### src/common/cmd_addr_pkg.sv
// Constants and types shared by the command/address controller end and device end.
// Assumes both ends run on one system clock; the memory clock pair is derived from it.
`default_nettype none
package cmd_addr_pkg;
    localparam int ADDR_W = 15;
    localparam int BANK_W = 3;
    localparam int NUM_BANKS = 8;
    localparam int AP_BIT = 10;
    localparam int BC_BIT = 12;
    localparam int COL_W = 10;
    // Mode register zero field holding the fixed burst setting and the on-the-fly enable.
    localparam int MR0_BL_LO = 0;
    localparam logic [1:0] BL_FIXED8 = 2'h0;
    localparam logic [1:0] BL_OTF = 2'h1;
    localparam logic [1:0] BL_FIXED4 = 2'h2;
    localparam logic [ADDR_W-1:0] MR_RESET = 15'h0000;
    // Command code {cs_n, ras_n, cas_n, we_n}.
    localparam logic [3:0] CMD_LOAD_MODE = 4'h0;
    localparam logic [3:0] CMD_REFRESH = 4'h1;
    localparam logic [3:0] CMD_PRECHARGE = 4'h2;
    localparam logic [3:0] CMD_ACTIVATE = 4'h3;
    localparam logic [3:0] CMD_WRITE = 4'h4;
    localparam logic [3:0] CMD_READ = 4'h5;
    localparam logic [3:0] CMD_ZQ = 4'h6;
    localparam logic [3:0] CMD_NOP = 4'h7;
    localparam logic [3:0] CMD_DESELECT = 4'h8;
    typedef enum logic [2:0] {
        OP_NONE, OP_ACT, OP_RD, OP_WR, OP_PRE, OP_MRS
    } op_type;
endpackage
`default_nettype wire

### src/common/cmd_addr_if.sv
// Pin-level link between the memory controller and the device command stage.
// Assumes both ends share CLK_SYS; the clock pair is carried as sampled levels.
`default_nettype none
interface cmd_addr_if;
    logic ck;
    logic ck_c;
    logic cs_n;
    logic ras_n;
    logic cas_n;
    logic we_n;
    logic [cmd_addr_pkg::ADDR_W-1:0] addr;
    logic [cmd_addr_pkg::BANK_W-1:0] bank;
    logic strobe;
    logic strobe_c;
    modport ctrl (output ck, ck_c, cs_n, ras_n, cas_n, we_n, addr, bank,
                  input strobe, strobe_c);
    modport dev (input ck, ck_c, cs_n, ras_n, cas_n, we_n, addr, bank,
                 output strobe, strobe_c);
endinterface
`default_nettype wire

### src/logic/cmd_addr_dev.sv
// Device end: samples command and address pins at each positive clock crossing and decodes them.
// Assumes the pins arrive from another domain and are synchronised here on CLK_SYS.
// Notes on behaviour
// RULE_01: Activate takes row address for selected bank.
// RULE_02: Read/write take column; bit ten auto-precharge.
// RULE_03: Precharge bit ten: low one bank, high all.
// RULE_04: Load mode takes address as op-code.
// RULE_05: On-the-fly: bit twelve high eight, low four.
// RULE_06: Bank select chooses bank for commands.
// RULE_07: Bank select picks one of four mode registers.
// RULE_08: Sample at true-rise, complement-fall crossing.
// RULE_09: Data strobe pair timed to clock crossings.
// RULE_10: Commands ignored while chip select high.
// RULE_11: Command from strobes, write enable, select.
// RULE_12: Without on-the-fly, bit twelve ignored, use mode.
`default_nettype none
module cmd_addr_dev #(
    parameter int ADDR_W = cmd_addr_pkg::ADDR_W,
    parameter int BANK_W = cmd_addr_pkg::BANK_W
) (
    // System
    input wire logic CLK_SYS,
    input wire logic RST_N,
    // Pins
    cmd_addr_if.dev PINS,
    // Data path strobe request
    input wire logic STROBE_EN,
    // Decoded command
    output logic CMD_VALID,
    output cmd_addr_pkg::op_type CMD_OP,
    output logic [BANK_W-1:0] CMD_BANK,
    output logic [ADDR_W-1:0] ROW_ADDR,
    output logic [cmd_addr_pkg::COL_W-1:0] COL_ADDR,
    output logic AUTO_PRECHARGE,
    output logic PRE_ALL,
    output logic FULL_EIGHT_BEAT,
    output logic [1:0] MODE_SEL,
    output logic [ADDR_W-1:0] MODE_OPCODE,
    output logic [cmd_addr_pkg::NUM_BANKS-1:0] BANK_OPEN,
    output logic [ADDR_W-1:0] MODE_REG_ZERO,
    output logic [ADDR_W-1:0] MODE_REG_ONE,
    output logic [ADDR_W-1:0] MODE_REG_TWO,
    output logic [ADDR_W-1:0] MODE_REG_THREE
);
    localparam int SW = 2 + 4 + ADDR_W + BANK_W;
    logic [SW-1:0] sync1_r;
    logic [SW-1:0] sync2_r;
    logic ck_prev_r;
    logic [ADDR_W-1:0] mode_r [4];
    logic [1:0] bl_mode;
    logic ck_s, ck_c_s, cs_n_s, ras_n_s, cas_n_s, we_n_s;
    logic [ADDR_W-1:0] addr_s;
    logic [BANK_W-1:0] bank_s;
    logic crossing;
    logic [3:0] cmd;
    logic strobe_r;

    always_ff @(posedge CLK_SYS) begin
        if (!RST_N) begin
            sync1_r <= '0;
            sync2_r <= '0;
        end else begin
            sync1_r <= {PINS.ck, PINS.ck_c, PINS.cs_n, PINS.ras_n, PINS.cas_n, PINS.we_n,
                        PINS.addr, PINS.bank};
            sync2_r <= sync1_r;
        end
    end
    assign {ck_s, ck_c_s, cs_n_s, ras_n_s, cas_n_s, we_n_s, addr_s, bank_s} = sync2_r;

    always_ff @(posedge CLK_SYS) begin
        if (!RST_N) begin
            ck_prev_r <= 1'b0;
        end else begin
            ck_prev_r <= ck_s;
        end
    end
    assign crossing = ck_s && !ck_c_s && !ck_prev_r; // RULE_08
    assign cmd = {cs_n_s, ras_n_s, cas_n_s, we_n_s}; // RULE_11
    assign bl_mode = mode_r[0][cmd_addr_pkg::MR0_BL_LO +: 2];

    always_ff @(posedge CLK_SYS) begin
        if (!RST_N) begin
            CMD_VALID <= 1'b0;
            CMD_OP <= cmd_addr_pkg::OP_NONE;
            CMD_BANK <= '0;
            ROW_ADDR <= '0;
            COL_ADDR <= '0;
            AUTO_PRECHARGE <= 1'b0;
            PRE_ALL <= 1'b0;
            FULL_EIGHT_BEAT <= 1'b1;
            MODE_SEL <= 2'h0;
            MODE_OPCODE <= '0;
        end else begin
            CMD_VALID <= 1'b0;
            CMD_OP <= cmd_addr_pkg::OP_NONE;
            if (crossing && !cs_n_s) begin // RULE_10
                CMD_BANK <= bank_s; // RULE_06
                unique case (cmd)
                    cmd_addr_pkg::CMD_ACTIVATE: begin
                        CMD_VALID <= 1'b1;
                        CMD_OP <= cmd_addr_pkg::OP_ACT;
                        ROW_ADDR <= addr_s; // RULE_01
                    end
                    cmd_addr_pkg::CMD_READ, cmd_addr_pkg::CMD_WRITE: begin
                        CMD_VALID <= 1'b1;
                        CMD_OP <= (cmd == cmd_addr_pkg::CMD_READ) ? cmd_addr_pkg::OP_RD
                                                                  : cmd_addr_pkg::OP_WR;
                        COL_ADDR <= addr_s[cmd_addr_pkg::COL_W-1:0]; // RULE_02
                        AUTO_PRECHARGE <= addr_s[cmd_addr_pkg::AP_BIT]; // RULE_02
                        if (bl_mode == cmd_addr_pkg::BL_OTF) begin
                            FULL_EIGHT_BEAT <= addr_s[cmd_addr_pkg::BC_BIT]; // RULE_05
                        end else begin
                            FULL_EIGHT_BEAT <= (bl_mode != cmd_addr_pkg::BL_FIXED4); // RULE_12
                        end
                    end
                    cmd_addr_pkg::CMD_PRECHARGE: begin
                        CMD_VALID <= 1'b1;
                        CMD_OP <= cmd_addr_pkg::OP_PRE;
                        PRE_ALL <= addr_s[cmd_addr_pkg::AP_BIT]; // RULE_03
                    end
                    cmd_addr_pkg::CMD_LOAD_MODE: begin
                        CMD_VALID <= 1'b1;
                        CMD_OP <= cmd_addr_pkg::OP_MRS;
                        MODE_SEL <= bank_s[1:0]; // RULE_07
                        MODE_OPCODE <= addr_s; // RULE_04
                    end
                    default: begin
                    end
                endcase
            end
        end
    end

    // Mode registers and open-bank tracking follow the decoded commands.
    always_ff @(posedge CLK_SYS) begin
        if (!RST_N) begin
            for (int i = 0; i < 4; i++) begin
                mode_r[i] <= cmd_addr_pkg::MR_RESET;
            end
        end else if (crossing && cmd == cmd_addr_pkg::CMD_LOAD_MODE) begin
            mode_r[bank_s[1:0]] <= addr_s; // RULE_07
        end
    end

    always_ff @(posedge CLK_SYS) begin
        if (!RST_N) begin
            BANK_OPEN <= '0;
        end else if (crossing && !cs_n_s) begin
            if (cmd == cmd_addr_pkg::CMD_ACTIVATE) begin
                BANK_OPEN[bank_s] <= 1'b1; // RULE_06
            end else if (cmd == cmd_addr_pkg::CMD_PRECHARGE) begin
                if (addr_s[cmd_addr_pkg::AP_BIT]) begin
                    BANK_OPEN <= '0; // RULE_03
                end else begin
                    BANK_OPEN[bank_s] <= 1'b0; // RULE_03
                end
            end
        end
    end

    // The strobe pair toggles on each sampled crossing while the data path asks for it.
    always_ff @(posedge CLK_SYS) begin
        if (!RST_N) begin
            strobe_r <= 1'b0;
        end else if (STROBE_EN && crossing) begin
            strobe_r <= ~strobe_r; // RULE_09
        end else if (!STROBE_EN) begin
            strobe_r <= 1'b0;
        end
    end
    assign PINS.strobe = strobe_r;
    assign PINS.strobe_c = ~strobe_r;

    assign MODE_REG_ZERO = mode_r[0];
    assign MODE_REG_ONE = mode_r[1];
    assign MODE_REG_TWO = mode_r[2];
    assign MODE_REG_THREE = mode_r[3];
endmodule // cmd_addr_dev
`default_nettype wire

### src/flat_wrapper.sv
// flat-port wrapper written by rule: the top's interface ports become plain ports
module cmd_addr_dev_flat 
#(
    parameter int ADDR_W = cmd_addr_pkg::ADDR_W,
    parameter int BANK_W = cmd_addr_pkg::BANK_W
)
  (CLK_SYS, RST_N, STROBE_EN, CMD_VALID, CMD_OP, CMD_BANK, ROW_ADDR, COL_ADDR, AUTO_PRECHARGE, PRE_ALL, FULL_EIGHT_BEAT, MODE_SEL, MODE_OPCODE, BANK_OPEN, MODE_REG_ZERO, MODE_REG_ONE, MODE_REG_TWO, MODE_REG_THREE, PINS_ck, PINS_ck_c, PINS_cs_n, PINS_ras_n, PINS_cas_n, PINS_we_n, PINS_addr, PINS_bank, PINS_strobe, PINS_strobe_c);
  cmd_addr_if PINS_i ();
  input wire logic CLK_SYS;
  input wire logic RST_N;
  input wire logic STROBE_EN;
  output logic CMD_VALID;
  output cmd_addr_pkg::op_type CMD_OP;
  output logic [BANK_W-1:0] CMD_BANK;
  output logic [ADDR_W-1:0] ROW_ADDR;
  output logic [cmd_addr_pkg::COL_W-1:0] COL_ADDR;
  output logic AUTO_PRECHARGE;
  output logic PRE_ALL;
  output logic FULL_EIGHT_BEAT;
  output logic [1:0] MODE_SEL;
  output logic [ADDR_W-1:0] MODE_OPCODE;
  output logic [cmd_addr_pkg::NUM_BANKS-1:0] BANK_OPEN;
  output logic [ADDR_W-1:0] MODE_REG_ZERO;
  output logic [ADDR_W-1:0] MODE_REG_ONE;
  output logic [ADDR_W-1:0] MODE_REG_TWO;
  output logic [ADDR_W-1:0] MODE_REG_THREE;
  input wire logic [$bits(PINS_i.ck)-1:0] PINS_ck;
  input wire logic [$bits(PINS_i.ck_c)-1:0] PINS_ck_c;
  input wire logic [$bits(PINS_i.cs_n)-1:0] PINS_cs_n;
  input wire logic [$bits(PINS_i.ras_n)-1:0] PINS_ras_n;
  input wire logic [$bits(PINS_i.cas_n)-1:0] PINS_cas_n;
  input wire logic [$bits(PINS_i.we_n)-1:0] PINS_we_n;
  input wire logic [$bits(PINS_i.addr)-1:0] PINS_addr;
  input wire logic [$bits(PINS_i.bank)-1:0] PINS_bank;
  output wire logic [$bits(PINS_i.strobe)-1:0] PINS_strobe;
  output wire logic [$bits(PINS_i.strobe_c)-1:0] PINS_strobe_c;
  assign PINS_i.ck = PINS_ck;
  assign PINS_i.ck_c = PINS_ck_c;
  assign PINS_i.cs_n = PINS_cs_n;
  assign PINS_i.ras_n = PINS_ras_n;
  assign PINS_i.cas_n = PINS_cas_n;
  assign PINS_i.we_n = PINS_we_n;
  assign PINS_i.addr = PINS_addr;
  assign PINS_i.bank = PINS_bank;
  assign PINS_strobe = PINS_i.strobe;
  assign PINS_strobe_c = PINS_i.strobe_c;
  cmd_addr_dev #(.ADDR_W(ADDR_W), .BANK_W(BANK_W)) u_core (.CLK_SYS(CLK_SYS), .RST_N(RST_N), .PINS(PINS_i), .STROBE_EN(STROBE_EN), .CMD_VALID(CMD_VALID), .CMD_OP(CMD_OP), .CMD_BANK(CMD_BANK), .ROW_ADDR(ROW_ADDR), .COL_ADDR(COL_ADDR), .AUTO_PRECHARGE(AUTO_PRECHARGE), .PRE_ALL(PRE_ALL), .FULL_EIGHT_BEAT(FULL_EIGHT_BEAT), .MODE_SEL(MODE_SEL), .MODE_OPCODE(MODE_OPCODE), .BANK_OPEN(BANK_OPEN), .MODE_REG_ZERO(MODE_REG_ZERO), .MODE_REG_ONE(MODE_REG_ONE), .MODE_REG_TWO(MODE_REG_TWO), .MODE_REG_THREE(MODE_REG_THREE));
endmodule
### config.mk
export PLATFORM = sky130hd
export DESIGN_NAME = cmd_addr_dev_flat
export DESIGN_NICKNAME = d
export VERILOG_FILES = /design/src/common/cmd_addr_pkg.sv /design/src/common/cmd_addr_if.sv /design/src/logic/cmd_addr_dev.sv /design/src/flat_wrapper.sv
export SDC_FILE = /design/constraint.sdc
export NUM_CORES = 1
export LEC_CHECK = 0
export BUFFER_PORTS_ARGS = -buffer_cell sky130_fd_sc_hd__buf_4
export CORE_ASPECT_RATIO = 0.6
export CORE_UTILIZATION = 25
export CTS_CLUSTER_SIZE = 24
export DETAILED_ROUTE_END_ITERATION = 8
export PLACE_DENSITY = 0.52
export SLEW_MARGIN = 20
export SYNTH_ARGS = -nofsm -noshare
export SYNTH_HDL_FRONTEND = slang
export SYNTH_SLANG_ARGS = --single-unit
### constraint.sdc
create_clock -name CLK_SYS -period 6.3 [get_ports CLK_SYS]
set_input_delay 0.63 -clock CLK_SYS [delete_from_list [all_inputs] [get_ports CLK_SYS]]
set_output_delay 0.63 -clock CLK_SYS [all_outputs]
set_load 0.02 [all_outputs]
==> summary.md <==
| Metric | Value |
|---|---|
| Static Leak | 0.00313 µW |
| Number of diodes | 0 |
| Placed Cells | between 900 and 1000 |
| DR pass1 iterations | 5 |
| Post-synthesis mux area share | 0.189% |
| Yosys warnings | 0 |
| Status | completed |
| Clk Latency, worst-skew pair | 0.42 ns |
| Post-Syn Area per Cell | 12.1 µm² |
| Pwr dens | about 290 nW/µm² |
| Initial Util | between 20% and 30% |
| Worst vdd ir | 183 µV |
| Worst Hold Class | in -> reg |
| Worst setup EP type | register |
| RSZ-0062 raised after global routing | false |
| Tot GR Track Use | 14.8% |
| Synth Area in Compound Gates | 10.1% |
| FP Rows | 43 |
| Final hold violation count | 0 |
| Synth Area in Simple Gates | 19.3% |
| Cell taking the most area after synthesis | dfxtp_1 |
| DR iter-0 viols | roughly 250 |
| Grt ovf | 0 |
| CTS Buf Count | 17 |
| Final TNS setup | 0 ns |
| Post-DP HPWL | 12700 µm |
| Share of the synthesized area in the top cell type | a little under two fifths |
| Minimum clock period | 2.99 ns |
| Core area | 23200 µm² |
| Crit path launch type | input port |
| Worst relative slew slack | 31.7% |
| Remaining antenna violation count | 0 |
| Slew @ Worst Pin | 1.02 ns |
| Worst reg-to-reg path cell count | 3 |
| CTS tree | done |
| Post-Syn Area | approximately 5900 µm² |
| Die span in y | between 100 and 150 µm |
| Finished Layout Cells | between 900 and 1000 |
| PortBufs | 148 |
| Adder-cell share of the synthesized area | 0% |
| Die area | 24400 µm² |
| Die W | 201 µm |
| Post-synthesis sequential area ratio | 67.3% |
| Total of max-cap violations | 0 |
| # DRC | 0 |
| Final nets | 650 |
| Ports | 149 |
| Clock Path Buffers | 2 |
| Post-CTS repair timing setup buffer count | 0 |
| Routed WL per cell | 18.6 µm |
| Top post-synthesis cells by area | dfxtp_1, edfxtp_1, and2_1 |
| H-tree depth | 4 |
| Worst Clk Skew | between 0.008 and 0.009 ns |
| Syn Nets | 518 |
| Clock slew at reported path FFs | 0.07 ns |
| Data arrival time of the critical path | roughly 3.1 ns |
| Vias/cell | 4.46 |
| Combinational family with the most area after synthesis | simple AND/OR/NAND/NOR gates |
| Post-synthesis xor/xnor area fraction | 0.147% |
| Placer congestion estimate | 0.813 |
| WP data required | 6.36 ns |
| Post-CTS sizing | 0 |
| Final Cycle Share | roughly 47% |
| DR vias | 4246 |
| Post-synth cell types | 38 |
| First-pass GRT wire length | 26200 µm |
| CTS root buf | clkbuf_16 |
| Routed Wire Length | 17700 µm |
| Layout cell share with drive strength beyond 1 | 30.0% |
| Post-Syn Instances | between 400 and 500 |
| Hold-fix buffers, CTS | 0 |
| R2R Setup Slk | 3.44 ns |
| Fmax | 334 MHz |
| Number of global-route vias before repair | between 4000 and 5000 |
| Hold depth | 2 |
| #FFs+latches synth | 170 |
| CP Class | in -> reg |
| Fin. max-slew vios | 0 |
| Syn-to-layout area delta | 32.5% |
| Initial antenna violation count | 1 |
| Worst-path fanout max | 65 |
| Largest net degree at the start of global routing | 66 |
| Final hold slack | between 0.4 and 0.5 ns |
| CTS Sinks | 170 |
| Endpoints failing setup | 0 |
[placed cells by master (no fill, tap or decap), types with 2 or more instances in the layout]
| cell type | n |
|---|---|
| buf_4 | 150 |
| dfxtp_1 | 110 |
| and2_1 | 109 |
| edfxtp_1 | 60 |
| a21oi_1 | 36 |
| o21ai_0 | 27 |
| nand3_1 | 26 |
| a22o_1 | 17 |
| clkbuf_16 | 17 |
| nand2_1 | 8 |
| o221a_1 | 8 |
| nand2b_1 | 7 |
| nor2_1 | 6 |
| nor3_1 | 5 |
| inv_6 | 5 |
| nor4_1 | 4 |
| inv_8 | 4 |
| nor4_4 | 3 |
| nor2b_1 | 3 |
| clkinv_4 | 3 |
| or3_1 | 2 |
| inv_1 | 2 |
| nand3b_1 | 2 |
| a31oi_1 | 2 |
| nor3b_1 | 2 |
[worst paths after layout]
kind	from	endpoint
worst max-delay path	RST_N	u_core.mode_r[3][13]
worst min-delay path	PINS_cas_n	u_core.sync1_r[19]
worst max register to register	u_core.sync2_r[21]	u_core.mode_r[1][0]
worst min register to register	u_core.sync1_r[6]	u_core.sync2_r[6]
[final cells by class]
| class | instances | area, µm² |
|---|---|---|
| sequential | 170 | 4000 |
| multi-input combinational | 281 | 1790 |
| inverter | 3 | 11.3 |
| clock inverter | 15 | 133 |
| tap | 315 | 394 |
| clock buffer | 17 | 425 |
| timing repair buffer | 150 | 1130 |
| fill | 2352 | 15400 |
[stage by stage]
step | util (%) | setup WS (ns) | power, µW | area [µm²]
floorplan | - | 3.65 | 1270 | 5950
global placement | 31.5 | 2.98 | 1340 | 7320
detailed placement | 31.5 | 2.84 | 1340 | 7320
CTS | 33.9 | 3.29 | 2320 | 7880
global route | 33.9 | 3.00 | 2380 | 7880
finish | 33.9 | 3.31 | 2300 | 7880
[logic make-up (layout without fill, tap and decap cells)]
logic type	count (synthesis)	count (layout)
DFF	170	170
AOI/OAI and AO/OA	95	95
xor gates and xnor gates	1	1
and+or+nand+nor	184	184
muxes	1	1
buffers and inverters	40	185
[worst max-delay path: stages]
cell and delay (ns):
buf_4 0.43, clkinv_1 0.33, buf_4 0.34, nor3_4 0.88, a21oi_2 0.42
[synth_stat cells]
| cell | number |
|---|---|
| o31ai_1 | 1 |
| xnor2_1 | 1 |
| nand2_1 | 8 |
| o21ai_0 | 27 |
| nor4_1 | 4 |
| nor2b_1 | 3 |
| a22o_1 | 17 |
| clkbuf_1 | 27 |
| inv_1 | 2 |
| and3_1 | 1 |
| nand2b_1 | 7 |
| buf_6 | 2 |
| nor2_1 | 6 |
| or2_2 | 1 |
| nand3b_1 | 2 |
| or3_1 | 2 |
| a31oi_1 | 2 |
| o311ai_0 | 1 |
| or4b_4 | 1 |
| dfxtp_1 | 110 |
| nor3_1 | 5 |
| mux2_2 | 1 |
| and2_1 | 109 |
| and3b_1 | 1 |
| nor3b_1 | 2 |
| nor4_4 | 3 |
| o221a_1 | 8 |
| or4b_1 | 1 |
| nand3_1 | 26 |
| a21oi_1 | 37 |
| edfxtp_1 | 60 |
| clkbuf_2 | 3 |
| nor4b_1 | 1 |
| nor3_2 | 1 |
| a211oi_1 | 1 |
| buf_2 | 5 |
| clkinv_1 | 1 |
| o21a_1 | 1 |
[layer usage]
metal | GRT usage [%] | vias to the layer above | wire, µm | part of all wire [%]
li1 | - | 1994 | - | -
met1 | 22.7 | 2037 | 8960 | 51
met2 | 19.5 | 201 | 6990 | 39
met3 | 4.67 | 14 | 1610 | 9.1
met4 | 3.77 | 0 | 153 | 0.86
met5 | 0 | - | 0 | 0
[registers in the layout, summed over array words and instances (netlist names), 8 cells and up]
register	cells
u_core.COL_ADDR	10
u_core.MODE_OPCODE	15
u_core.sync2_r	24
u_core.ROW_ADDR	15
u_core.mode_r	60
u_core.BANK_OPEN	8
u_core.sync1_r	24
[where the power goes]
group	switching, µW	internal [µW]
combinational	70.8	45.3
clock	464	521
sequential	31.6	1160
total	566	1730
Note: power is estimated with default switching activity, not from simulation.
